--- src/core/mspg_pkg.sv ---
// speed-profile generator: shared constants, command codes, register map, types
// assumes a 25 MHz core clock and a 40 MHz reference figure for ramp timing
package mspg_pkg;
  // ************************************************************
  // timing
  // ************************************************************
  localparam longint REF_CLK_HZ = 40_000_000;
  localparam longint CORE_CLK_HZ = 25_000_000;
  localparam longint RAMP_UNIT_REF = 8;
  localparam int RAMP_UNIT_CYC = int'(RAMP_UNIT_REF * CORE_CLK_HZ / REF_CLK_HZ);
  localparam longint MULT_DEN = 200_000;
  localparam logic [16:0] ACC_UNIT = 17'(MULT_DEN * CORE_CLK_HZ / REF_CLK_HZ);
  // ************************************************************
  // commands and limits
  // ************************************************************
  localparam logic [15:0] CMD_STOP = 16'h0049;
  localparam logic [15:0] CMD_SLOWDOWN = 16'h004A;
  localparam logic [15:0] CMD_START_FL = 16'h0050;
  localparam logic [15:0] CMD_START_FH = 16'h0051;
  localparam logic [15:0] CMD_START_EXT = 16'h0052;
  localparam logic [15:0] CMD_START_AUTO = 16'h0053;
  localparam logic [16:0] SPEED_MAX = 17'h186A0;
  localparam logic [15:0] SRANGE_MAX = 16'hC350;
  localparam logic [10:0] MULT_MIN = 11'h002;
  // ************************************************************
  // register offsets (byte addresses)
  // ************************************************************
  localparam logic [7:0] ADDR_CMD = 8'h00;
  localparam logic [7:0] ADDR_POS = 8'h04;
  localparam logic [7:0] ADDR_FL = 8'h08;
  localparam logic [7:0] ADDR_FH = 8'h0C;
  localparam logic [7:0] ADDR_UR = 8'h10;
  localparam logic [7:0] ADDR_DR = 8'h14;
  localparam logic [7:0] ADDR_MG = 8'h18;
  localparam logic [7:0] ADDR_DP = 8'h1C;
  localparam logic [7:0] ADDR_US = 8'h20;
  localparam logic [7:0] ADDR_DS = 8'h24;
  localparam logic [7:0] ADDR_FA = 8'h28;
  localparam logic [7:0] ADDR_MODE = 8'h2C;
  localparam logic [7:0] ADDR_STAT = 8'h30;
  localparam logic [7:0] ADDR_REM = 8'h34;
  localparam int MODE_POS_BIT = 0;
  localparam int MODE_MSDP_BIT = 1;
  localparam int MODE_SCURVE_BIT = 2;
  // ************************************************************
  // reset values
  // ************************************************************
  localparam logic [16:0] RST_SPEED = 17'h00001;
  localparam logic [15:0] RST_RATE = 16'h0001;
  localparam logic [10:0] RST_MG = 11'h0C7;
  // ************************************************************
  // types
  // ************************************************************
  typedef enum logic [2:0] {
    ST_IDLE = 3'b000,
    ST_CONST_FL = 3'b001,
    ST_CONST_FH = 3'b010,
    ST_ACCEL = 3'b011,
    ST_CRUISE = 3'b100,
    ST_DECEL = 3'b101
  } mspg_state_e;
  typedef struct packed {
    logic [27:0] positioning_amount;
    logic [16:0] initial_speed;
    logic [16:0] top_speed;
    logic [15:0] accel_rate;
    logic [15:0] decel_rate;
    logic [10:0] speed_multiplier;
    logic [23:0] slowdown_point;
    logic [15:0] scurve_accel_range;
    logic [15:0] scurve_decel_range;
    logic [16:0] correction_speed;
    logic pos_mode;
    logic slowdown_point_manual_sel;
    logic scurve_select;
  } mspg_cfg_s;
endpackage

--- src/core/mspg_pulse_gen.sv ---
// speed-profile generator: phase-accumulating pulse source
// assumes level below the accumulator unit so at most one pulse per cycle
`timescale 1ns/1ps
`default_nettype none
module mspg_pulse_gen #(
  parameter int LVL_W = 17
) (
  input wire logic core_clk,
  input wire logic sys_rst,
  input wire logic run,
  input wire logic [LVL_W-1:0] level,
  input wire logic [10:0] mult,
  output logic pulse_r
);
  logic [29:0] acc_r;
  logic [29:0] limit;
  logic [29:0] sum;

  initial begin
    if (LVL_W < 1 || LVL_W > 17) begin
      $error("mspg_pulse_gen: LVL_W out of range");
    end
  end

  // threshold = (multiplier + 1) * unit, in core cycles per pulse times level
  assign limit = 30'((30'(mult) + 30'h1) * 30'(mspg_pkg::ACC_UNIT));
  assign sum = acc_r + 30'(level);

  always_ff @(posedge core_clk) begin
    if (sys_rst || !run) begin
      acc_r <= 30'h0;
      pulse_r <= 1'b0;
    end else if (sum >= limit) begin
      acc_r <= sum - limit;
      pulse_r <= 1'b1;
    end else begin
      acc_r <= sum;
      pulse_r <= 1'b0;
    end
  end
endmodule
`default_nettype wire

--- src/core/mspg_core.sv ---
// speed-profile generator: register file, command decode, profile state machine
// assumes a one-cycle strobe register port on core_clk; pulses go to a motor driver
//
// Implementation choices: the placing of the registers and the plain strobed port.
`timescale 1ns/1ps
`default_nettype none
// Operation
// - start 0050h: constant initial speed, stops
// - start 0051h: constant top speed
// - start 0052h: ramp up, external slowdown stop
// - start 0053h: ramp with automatic slowdown point
// - 28-bit signed target, live override
// - clamp speeds above 186A0h
// - clamp S-curve ranges above 0C350h
// - initial speed scaled, live override
// - top speed scaled, live override
// - linear ramp step is (rate+1) units of 8 ref clocks
// - S-curve without range doubles step time
// - S-curve range adds twice range steps
// - zero decel rate uses accel rate
// - deceleration mirrors acceleration timing
// - multiplier is 40 MHz over (set+1)*200000
// - settings retained between motions
// - manual point: decelerate when remaining <= point
// - auto point: signed 24-bit offset
module mspg_core (
  input wire logic core_clk,
  input wire logic sys_rst,
  input wire logic [7:0] bus_addr,
  input wire logic [31:0] bus_wdata,
  input wire logic bus_wr,
  input wire logic bus_rd,
  output logic [31:0] bus_rdata,
  output logic pulse_out,
  output logic dir_out,
  output logic busy_out
);
  // ************************************************************
  // declarations
  // ************************************************************
  mspg_pkg::mspg_cfg_s cfg_r;
  mspg_pkg::mspg_state_e state_r;
  mspg_pkg::mspg_state_e state_nxt;
  logic [16:0] lvl_r;
  logic [16:0] lvl_nxt;
  logic [27:0] done_r;
  logic [27:0] accel_pls_r;
  logic slow_req_r;
  logic [2:0] unit_cnt_r;
  logic [17:0] step_cnt_r;
  logic gen_pulse;
  logic [16:0] fl;
  logic [16:0] fh;
  logic [16:0] span;
  logic [15:0] rate;
  logic [15:0] srange;
  logic [16:0] s_width;
  logic in_s;
  logic [17:0] step_len;
  logic unit_tick;
  logic step_tick;
  logic ramping;
  logic [27:0] abs_target;
  logic [27:0] remaining;
  logic [27:0] point;
  logic [28:0] auto_point;
  logic pos_decel;
  logic cmd_wr;
  logic cmd_stop;
  logic cmd_slow;
  logic cmd_fl;
  logic cmd_fh;
  logic cmd_ext;
  logic cmd_auto;
  logic run;

  function automatic logic [16:0] clamp_speed(input logic [16:0] v);
    clamp_speed = (v > mspg_pkg::SPEED_MAX) ? mspg_pkg::SPEED_MAX : v;
  endfunction

  function automatic logic [15:0] clamp_range(input logic [15:0] v);
    clamp_range = (v > mspg_pkg::SRANGE_MAX) ? mspg_pkg::SRANGE_MAX : v;
  endfunction

  // ************************************************************
  // command decode
  // ************************************************************
  assign cmd_wr = bus_wr && (bus_addr == mspg_pkg::ADDR_CMD);
  assign cmd_stop = cmd_wr && (bus_wdata[15:0] == mspg_pkg::CMD_STOP);
  assign cmd_slow = cmd_wr && (bus_wdata[15:0] == mspg_pkg::CMD_SLOWDOWN);
  assign cmd_fl = cmd_wr && (bus_wdata[15:0] == mspg_pkg::CMD_START_FL);
  assign cmd_fh = cmd_wr && (bus_wdata[15:0] == mspg_pkg::CMD_START_FH);
  assign cmd_ext = cmd_wr && (bus_wdata[15:0] == mspg_pkg::CMD_START_EXT);
  assign cmd_auto = cmd_wr && (bus_wdata[15:0] == mspg_pkg::CMD_START_AUTO);

  // ************************************************************
  // register file
  // ************************************************************
  always_ff @(posedge core_clk) begin
    if (sys_rst) begin
      cfg_r <= '0;
      cfg_r.initial_speed <= mspg_pkg::RST_SPEED;
      cfg_r.top_speed <= mspg_pkg::RST_SPEED;
      cfg_r.accel_rate <= mspg_pkg::RST_RATE;
      cfg_r.speed_multiplier <= mspg_pkg::RST_MG;
    end else if (bus_wr) begin
      // values persist until rewritten
      case (bus_addr)
        mspg_pkg::ADDR_POS: cfg_r.positioning_amount <= bus_wdata[27:0];
        mspg_pkg::ADDR_FL: cfg_r.initial_speed <= bus_wdata[16:0];
        mspg_pkg::ADDR_FH: cfg_r.top_speed <= bus_wdata[16:0];
        mspg_pkg::ADDR_UR: cfg_r.accel_rate <= bus_wdata[15:0];
        mspg_pkg::ADDR_DR: cfg_r.decel_rate <= bus_wdata[15:0];
        mspg_pkg::ADDR_MG: begin
          // below the minimum the multiplier would exceed the speed range
          if (bus_wdata[10:0] >= mspg_pkg::MULT_MIN) begin
            cfg_r.speed_multiplier <= bus_wdata[10:0];
          end
        end
        mspg_pkg::ADDR_DP: cfg_r.slowdown_point <= bus_wdata[23:0];
        mspg_pkg::ADDR_US: cfg_r.scurve_accel_range <= bus_wdata[15:0];
        mspg_pkg::ADDR_DS: cfg_r.scurve_decel_range <= bus_wdata[15:0];
        mspg_pkg::ADDR_FA: cfg_r.correction_speed <= bus_wdata[16:0];
        mspg_pkg::ADDR_MODE: begin
          cfg_r.pos_mode <= bus_wdata[mspg_pkg::MODE_POS_BIT];
          cfg_r.slowdown_point_manual_sel <= bus_wdata[mspg_pkg::MODE_MSDP_BIT];
          cfg_r.scurve_select <= bus_wdata[mspg_pkg::MODE_SCURVE_BIT];
        end
        default: begin
        end
      endcase
    end
  end

  always_ff @(posedge core_clk) begin
    if (sys_rst) begin
      bus_rdata <= 32'h0;
    end else if (bus_rd) begin
      case (bus_addr)
        mspg_pkg::ADDR_POS: bus_rdata <= {4'h0, cfg_r.positioning_amount};
        mspg_pkg::ADDR_FL: bus_rdata <= {15'h0, cfg_r.initial_speed};
        mspg_pkg::ADDR_FH: bus_rdata <= {15'h0, cfg_r.top_speed};
        mspg_pkg::ADDR_UR: bus_rdata <= {16'h0, cfg_r.accel_rate};
        mspg_pkg::ADDR_DR: bus_rdata <= {16'h0, cfg_r.decel_rate};
        mspg_pkg::ADDR_MG: bus_rdata <= {21'h0, cfg_r.speed_multiplier};
        mspg_pkg::ADDR_DP: bus_rdata <= {8'h0, cfg_r.slowdown_point};
        mspg_pkg::ADDR_US: bus_rdata <= {16'h0, cfg_r.scurve_accel_range};
        mspg_pkg::ADDR_DS: bus_rdata <= {16'h0, cfg_r.scurve_decel_range};
        mspg_pkg::ADDR_FA: bus_rdata <= {15'h0, cfg_r.correction_speed};
        mspg_pkg::ADDR_MODE: bus_rdata <= {29'h0, cfg_r.scurve_select,
                                           cfg_r.slowdown_point_manual_sel, cfg_r.pos_mode};
        mspg_pkg::ADDR_STAT: bus_rdata <= {11'h0, run, state_r, lvl_r};
        mspg_pkg::ADDR_REM: bus_rdata <= {4'h0, remaining};
        default: bus_rdata <= 32'h0;
      endcase
    end else begin
      bus_rdata <= 32'h0;
    end
  end

  // ************************************************************
  // effective settings
  // ************************************************************
  assign fl = clamp_speed(cfg_r.initial_speed);
  assign fh = clamp_speed(cfg_r.top_speed);
  assign span = (fh > fl) ? (fh - fl) : 17'h0;
  // a zero decel rate falls back to the accel rate
  assign rate = (state_r == mspg_pkg::ST_DECEL && cfg_r.decel_rate != 16'h0) ?
                cfg_r.decel_rate : cfg_r.accel_rate;
  assign srange = clamp_range((state_r == mspg_pkg::ST_DECEL) ?
                  cfg_r.scurve_decel_range : cfg_r.scurve_accel_range);
  // zero range: whole span is curved, giving twice the linear time
  assign s_width = (srange == 16'h0) ? {1'b0, span[16:1]} : {1'b0, srange};
  // levels within the curved bands take twice the units per step
  assign in_s = cfg_r.scurve_select && ((srange == 16'h0) ||
                (lvl_r < 17'(fl + s_width)) || (18'(lvl_r) + 18'(s_width) >= 18'(fh)));
  // base step is rate+1 units; step_tick doubles it inside the curved bands
  assign step_len = {2'h0, rate} + 18'h1;
  assign ramping = (state_r == mspg_pkg::ST_ACCEL) || (state_r == mspg_pkg::ST_DECEL);
  assign run = (state_r != mspg_pkg::ST_IDLE);

  // ************************************************************
  // ramp step timing
  // ************************************************************
  // one unit is 8 reference clocks, carried as core-clock cycles
  assign unit_tick = ramping && (unit_cnt_r == 3'(mspg_pkg::RAMP_UNIT_CYC - 1));
  assign step_tick = unit_tick &&
                     (step_cnt_r + 18'h1 >= (in_s ? 18'(step_len << 1) : step_len));

  always_ff @(posedge core_clk) begin
    if (sys_rst || !ramping || state_nxt != state_r) begin
      unit_cnt_r <= 3'h0;
    end else if (unit_tick) begin
      unit_cnt_r <= 3'h0;
    end else begin
      unit_cnt_r <= unit_cnt_r + 3'h1;
    end
  end

  always_ff @(posedge core_clk) begin
    if (sys_rst || !ramping || state_nxt != state_r) begin
      step_cnt_r <= 18'h0;
    end else if (step_tick) begin
      step_cnt_r <= 18'h0;
    end else if (unit_tick) begin
      step_cnt_r <= step_cnt_r + 18'h1;
    end
  end

  // ************************************************************
  // positioning count and slowdown point
  // ************************************************************
  assign abs_target = cfg_r.positioning_amount[27] ?
                      28'(-cfg_r.positioning_amount) : cfg_r.positioning_amount;
  assign remaining = (done_r >= abs_target) ? 28'h0 : (abs_target - done_r);
  // auto point: pulses spent accelerating plus a signed offset
  assign auto_point = 29'(accel_pls_r) +
                      29'({{5{cfg_r.slowdown_point[23]}}, cfg_r.slowdown_point});
  assign point = cfg_r.slowdown_point_manual_sel ? {4'h0, cfg_r.slowdown_point} :
                 (auto_point[28] ? 28'h0 : auto_point[27:0]);
  assign pos_decel = cfg_r.pos_mode && (remaining <= point) && !slow_req_r;

  always_ff @(posedge core_clk) begin
    // cleared on start so the count left after a motion stays readable
    if (sys_rst || (state_r == mspg_pkg::ST_IDLE && state_nxt != mspg_pkg::ST_IDLE)) begin
      done_r <= 28'h0;
    end else if (gen_pulse && run) begin
      done_r <= done_r + 28'h1;
    end
  end

  always_ff @(posedge core_clk) begin
    if (sys_rst || state_r == mspg_pkg::ST_IDLE) begin
      accel_pls_r <= 28'h0;
    end else if (gen_pulse && state_r == mspg_pkg::ST_ACCEL) begin
      accel_pls_r <= accel_pls_r + 28'h1;
    end
  end

  always_ff @(posedge core_clk) begin
    if (sys_rst || state_r == mspg_pkg::ST_IDLE) begin
      slow_req_r <= 1'b0;
    end else if (cmd_slow) begin
      slow_req_r <= 1'b1;
    end
  end

  // ************************************************************
  // profile state machine
  // ************************************************************
  always_comb begin
    state_nxt = state_r;
    case (state_r)
      mspg_pkg::ST_IDLE: begin
        if (cmd_fl) begin
          state_nxt = mspg_pkg::ST_CONST_FL;
        end else if (cmd_fh) begin
          state_nxt = mspg_pkg::ST_CONST_FH;
        end else if (cmd_ext || cmd_auto) begin
          state_nxt = mspg_pkg::ST_ACCEL;
        end
      end
      mspg_pkg::ST_CONST_FL: begin
        if (cmd_slow) begin
          state_nxt = mspg_pkg::ST_IDLE;
        end
      end
      mspg_pkg::ST_CONST_FH: begin
        if (cmd_slow) begin
          state_nxt = mspg_pkg::ST_DECEL;
        end
      end
      mspg_pkg::ST_ACCEL: begin
        if (cmd_slow || pos_decel) begin
          state_nxt = mspg_pkg::ST_DECEL;
        end else if (lvl_r >= fh) begin
          state_nxt = mspg_pkg::ST_CRUISE;
        end
      end
      mspg_pkg::ST_CRUISE: begin
        if (cmd_slow || pos_decel) begin
          state_nxt = mspg_pkg::ST_DECEL;
        end else if (lvl_r < fh) begin
          state_nxt = mspg_pkg::ST_ACCEL;
        end
      end
      mspg_pkg::ST_DECEL: begin
        // positioning without a slowdown command keeps feeding at initial speed until the count runs out
        if (lvl_r <= fl && (!cfg_r.pos_mode || slow_req_r || cmd_slow)) begin
          state_nxt = mspg_pkg::ST_IDLE;
        end
      end
      default: state_nxt = mspg_pkg::ST_IDLE;
    endcase
    if (run && cfg_r.pos_mode && remaining == 28'h0) begin
      state_nxt = mspg_pkg::ST_IDLE;
    end
    if (cmd_stop) begin
      state_nxt = mspg_pkg::ST_IDLE;
    end
  end

  always_ff @(posedge core_clk) begin
    if (sys_rst) begin
      state_r <= mspg_pkg::ST_IDLE;
    end else begin
      state_r <= state_nxt;
    end
  end

  // ************************************************************
  // instantaneous speed level
  // ************************************************************
  always_comb begin
    lvl_nxt = lvl_r;
    case (state_r)
      mspg_pkg::ST_IDLE: lvl_nxt = cmd_fh ? fh : fl;
      mspg_pkg::ST_CONST_FL: lvl_nxt = fl;
      mspg_pkg::ST_CONST_FH: lvl_nxt = fh;
      mspg_pkg::ST_CRUISE: lvl_nxt = (lvl_r > fh) ? fh : lvl_r;
      mspg_pkg::ST_ACCEL: begin
        if (lvl_r < fl) begin
          lvl_nxt = fl;
        end else if (step_tick && lvl_r < fh) begin
          lvl_nxt = lvl_r + 17'h1;
        end
      end
      mspg_pkg::ST_DECEL: begin
        if (lvl_r < fl) begin
          lvl_nxt = fl;
        end else if (step_tick && lvl_r > fl) begin
          lvl_nxt = lvl_r - 17'h1;
        end
      end
      default: lvl_nxt = fl;
    endcase
  end

  always_ff @(posedge core_clk) begin
    if (sys_rst) begin
      lvl_r <= mspg_pkg::RST_SPEED;
    end else begin
      lvl_r <= lvl_nxt;
    end
  end

  // ************************************************************
  // pulse output
  // ************************************************************
  mspg_pulse_gen #(
    .LVL_W(17)
  ) u_pulse (
    .core_clk(core_clk),
    .sys_rst(sys_rst),
    .run(run),
    .level(lvl_r),
    .mult(cfg_r.speed_multiplier),
    .pulse_r(gen_pulse)
  );

  always_ff @(posedge core_clk) begin
    if (sys_rst) begin
      pulse_out <= 1'b0;
      dir_out <= 1'b0;
      busy_out <= 1'b0;
    end else begin
      pulse_out <= gen_pulse && run;
      dir_out <= cfg_r.positioning_amount[27];
      busy_out <= run;
    end
  end
endmodule
`default_nettype wire

--- config.mk ---
export PLATFORM = sky130hd
export DESIGN_NAME = mspg_core
export DESIGN_NICKNAME = d
export VERILOG_FILES = /design/src/core/mspg_pkg.sv /design/src/core/mspg_pulse_gen.sv /design/src/core/mspg_core.sv
export SDC_FILE = /design/constraint.sdc
export NUM_CORES = 2
export LEC_CHECK = 0
export ABC_AREA = 1
export ABC_CLOCK_PERIOD_IN_PS = 11400
export BUFFER_PORTS_ARGS = -buffer_cell sky130_fd_sc_hd__clkbuf_2
export CAP_MARGIN = 15
export CORE_UTILIZATION = 30
export CTS_CLUSTER_DIAMETER = 100
export DETAILED_ROUTE_END_ITERATION = 6
export PLACE_DENSITY_LB_ADDON = 0.2
export SLEW_MARGIN = 20
export SYNTH_ARGS = -nofsm -noshare
export SYNTH_HDL_FRONTEND = slang
export SYNTH_HIERARCHICAL = 1
export SYNTH_SLANG_ARGS = --single-unit
--- constraint.sdc ---
create_clock -name core_clk -period 11.4 [get_ports core_clk]
set_input_delay 3.42 -clock core_clk [delete_from_list [all_inputs] [get_ports core_clk]]
set_output_delay 3.42 -clock core_clk [all_outputs]
set_load 0.05 [all_outputs]
==> impl_metrics.env <==
export IMPL_status="finished clean"
export IMPL_hold_path_class="flop to flop"
export IMPL_dominantRegCellSynth="sky130_fd_sc_hd__dfxtp_1"
export IMPL_number_of_global_route_vias_before_repair=30400
export IMPL_critPathRequiredTime_ns=11.88
export IMPL_timing_final_crit_share_pct=90.6
export IMPL_worst_skew_pair_late_latency_ns=0.63
export IMPL_grt_max_degree=103
export IMPL_drc_errors=0
export IMPL_final_common_cell="sky130_fd_sc_hd__nand2_1"
export IMPL_grt_first_pass_wirelength_um=186000
export IMPL_die_x_um=330
export IMPL_stdcell_area_um2=35500
export IMPL_syn_avg_cell_area_um2=6.62
export IMPL_fin_total_pwr_mw=2.90
export IMPL_postCtsResizedCells=0
export IMPL_max_slew_margin_rel_pct=19.2
export IMPL_critPathSlowestCell="sky130_fd_sc_hd__inv_2"
export IMPL_critPathKind="flop to flop"
export IMPL_clock_path_buffers=3
export IMPL_htree_levels=2
export IMPL_final_fill_count=11600
export IMPL_detailroute_via_count=32800
export IMPL_synthesized_instance_count=4861
export IMPL_wl_um=124000
export IMPL_setup_tns_ns=0
export IMPL_cp_top_family="simple AND/OR/NAND/NOR gates"
export IMPL_cts_inserted_buffers=45
export IMPL_avgRoutedWirePerCell_um=19.6
export IMPL_vdd_ir_drop_max_mv=0.0877
export IMPL_max_clock_freq_mhz=96.9
export IMPL_grt_setup_unrepaired="false"
export IMPL_number_of_search_and_repair_iterations_in_the_first_detailed_routing_pass=6
export IMPL_place_worst_setup_slack_ns=1.17
export IMPL_synth_top_area_share_pct=21.2
export IMPL_die_height_um=330
export IMPL_tritoncts="yes"
export IMPL_antennaDiodeCount=0
export IMPL_synth_edf_count=0
export IMPL_finalWorstSetupSlack_ns=1.08
export IMPL_dr_first_iter_drc_count=3087
export IMPL_synthesis_yosys_warnings=6
export IMPL_finalClockSkew_ns=0.0427
export IMPL_floorplan_rows=119
export IMPL_crit_fanout=34
export IMPL_layout_area_overhead_vs_synth_pct=10.4
export IMPL_max_slew_worst_pin_slew_ns=1.21
export IMPL_yosys_cell_types_count=73
export IMPL_grt_use_total_pct=22.3
export IMPL_power_density_over_the_cells_nw_per_um2=81.5
export IMPL_arrival_ns=10.80
export IMPL_place_detailed_hpwl_um=98400
export IMPL_initial_core_util_pct=30.4
export IMPL_synthesis_area_um2=32200
export IMPL_synth_seq_area_share_pct=21.2
export IMPL_clk_pin_slew_ns=0.06
export IMPL_die_area_um2=109000
export IMPL_gp_congestion=0.970
export IMPL_drv_slew=0
export IMPL_synth_area_leaders="sky130_fd_sc_hd__dfxtp_1 (21%), sky130_fd_sc_hd__ha_1 (14%), sky130_fd_sc_hd__nand2_1 (10%)"
export IMPL_critical_path_max_stage_delay_ns=0.57
export IMPL_timing_final_hold_violations=0
export IMPL_placed_cell_areas_um2=34000
export IMPL_cts_root_buffer_cell="sky130_fd_sc_hd__clkbuf_16"
export IMPL_ratio_of_cells_with_drive_above_1_in_the_final_layout_pct=6.34
export IMPL_drv_max_cap_violation_count=0
export IMPL_vias_per_cell=5.21
export IMPL_synth_area_leader_cell="sky130_fd_sc_hd__dfxtp_1"
export IMPL_hold_fix_buffer_count_after_cts=0
export IMPL_cellLeakagePower_nw=16.5
export IMPL_endpoint_kind="flop"
export IMPL_antenna_found_initial=2
export IMPL_cpMostUsedCell="sky130_fd_sc_hd__nand2_1"
export IMPL_portBuffers=70
export IMPL_commonest_cells_after_routing_fill_and_taps_aside="sky130_fd_sc_hd__nand2_1 (880), sky130_fd_sc_hd__inv_1 (678), sky130_fd_sc_hd__a21oi_1 (490)"
export IMPL_synthArstFlopShare_pct=0
export IMPL_cts_repair_timing_setup_buffer_count=0
export IMPL_fin_nets=5308
export IMPL_clkSinkCount=341
export IMPL_globalRouteOverflowTotal=0
export IMPL_finalSetupViolCount=0
export IMPL_post_route_min_period_ns=10.32
export IMPL_top_level_ports=79
export IMPL_drt_antenna_violating_nets=0
export IMPL_worst_setup_path_start_kind="flop"
export IMPL_synth_ff_latch_count=341
export IMPL_core_area_um2=106000
export IMPL_cp_buffers_inverters=6
-- per-stage QoR --
| step | instances | util (%) | hold slack [ns] |
|---|---|---|---|
| finish | 6299 | 33.6 | 0.455 |
| global route | 6299 | 33.6 | 0.471 |
| CTS | 6299 | 33.6 | 0.455 |
| detailed placement | 6220 | 32.1 | 0.445 |
| global placement | 6220 | 32.1 | 0.436 |
| floorplan | 4864 | - | 0.417 |
-- cells by family after synthesis --
logic type,count (synthesis),synth area share [%]
AND/OR/NAND/NOR,1879,25.9
other,2,0.0233
XOR/XNOR,221,6.02
buffers and inverters,850,10.2
adder cells (fa/ha/maj),388,16.0
multiplexers,7,0.218
AO/OA/AOI/OAI,1173,20.4
flip-flops,341,21.2
-- report_power, final --
group / leakage, nW / switching, mW / total, mW / internal (mW)
combinational: 13.1 / 0.134 / 0.183 / 0.0484
clock: 0.745 / 0.618 / 1.52 / 0.901
sequential: 2.75 / 0.00185 / 1.20 / 1.19
-- flip-flops by register name, indices dropped and copies added, names as in the netlist --
signal,cells
lvl_r,17
bus_rdata,28
busy_out,1
slow_req_r,1
pulse_out,1
accel_pls_r,28
state_r,3
dir_out,1
u_pulse/pulse_r,1
done_r,28
cfg_r,181
unit_cnt_r,3
u_pulse/acc_r,30
step_cnt_r,18
-- synthesized netlist by cell type, drive strengths merged, types with 8 or more instances --
cell type	instances
nand2	907
inv	694
a21oi	494
nor2	451
o21ai	426
ha	348
dfxtp	341
nand3	256
xor2	162
clkbuf	119
nor3	96
nand4	83
xnor2	59
o22ai	50
a221oi	43
fa	40
nor4	31
buf	28
nand3b	24
a31oi	20
or2	18
a41oi	16
o21bai	16
o211ai	15
a21o	14
a21boi	13
o21a	12
a211oi	11
clkinv	9
o221ai	9
a22oi	8
and2	8
-- final timing paths --
check                  endpoint          start  cells after the start  slack (ns)
hold / removal    unit_cnt_r[0]  unit_cnt_r[0]                      1        0.45
hold reg to reg   unit_cnt_r[0]  unit_cnt_r[0]                      1        0.45
setup / recovery       lvl_r[7]     state_r[0]                     52        1.08
setup reg to reg       lvl_r[7]     state_r[0]                     52        1.08
-- layout make-up --
class | count | area [µm²] | area share, %
Clock buffer | 63 | 1280 | 3.62
Clock inverter | 16 | 244 | 0.687
Inverter | 703 | 2640 | 7.44
Multi-Input combinational cell | 3673 | 22100 | 62.2
Sequential cell | 341 | 6830 | 19.2
Tap cell | 1391 | 1740 | 4.90
Timing Repair Buffer | 112 | 678 | 1.91
-- layer usage --
layer	GRT usage [%]	up-vias	wire [µm]
met5	0	-	13
met4	5.91	2	3390
met3	2.94	163	8680
met2	33.9	1045	51700
met1	32.8	15200	59700
li1	-	16400	-
Note: power is estimated with default switching activity, not from simulation.
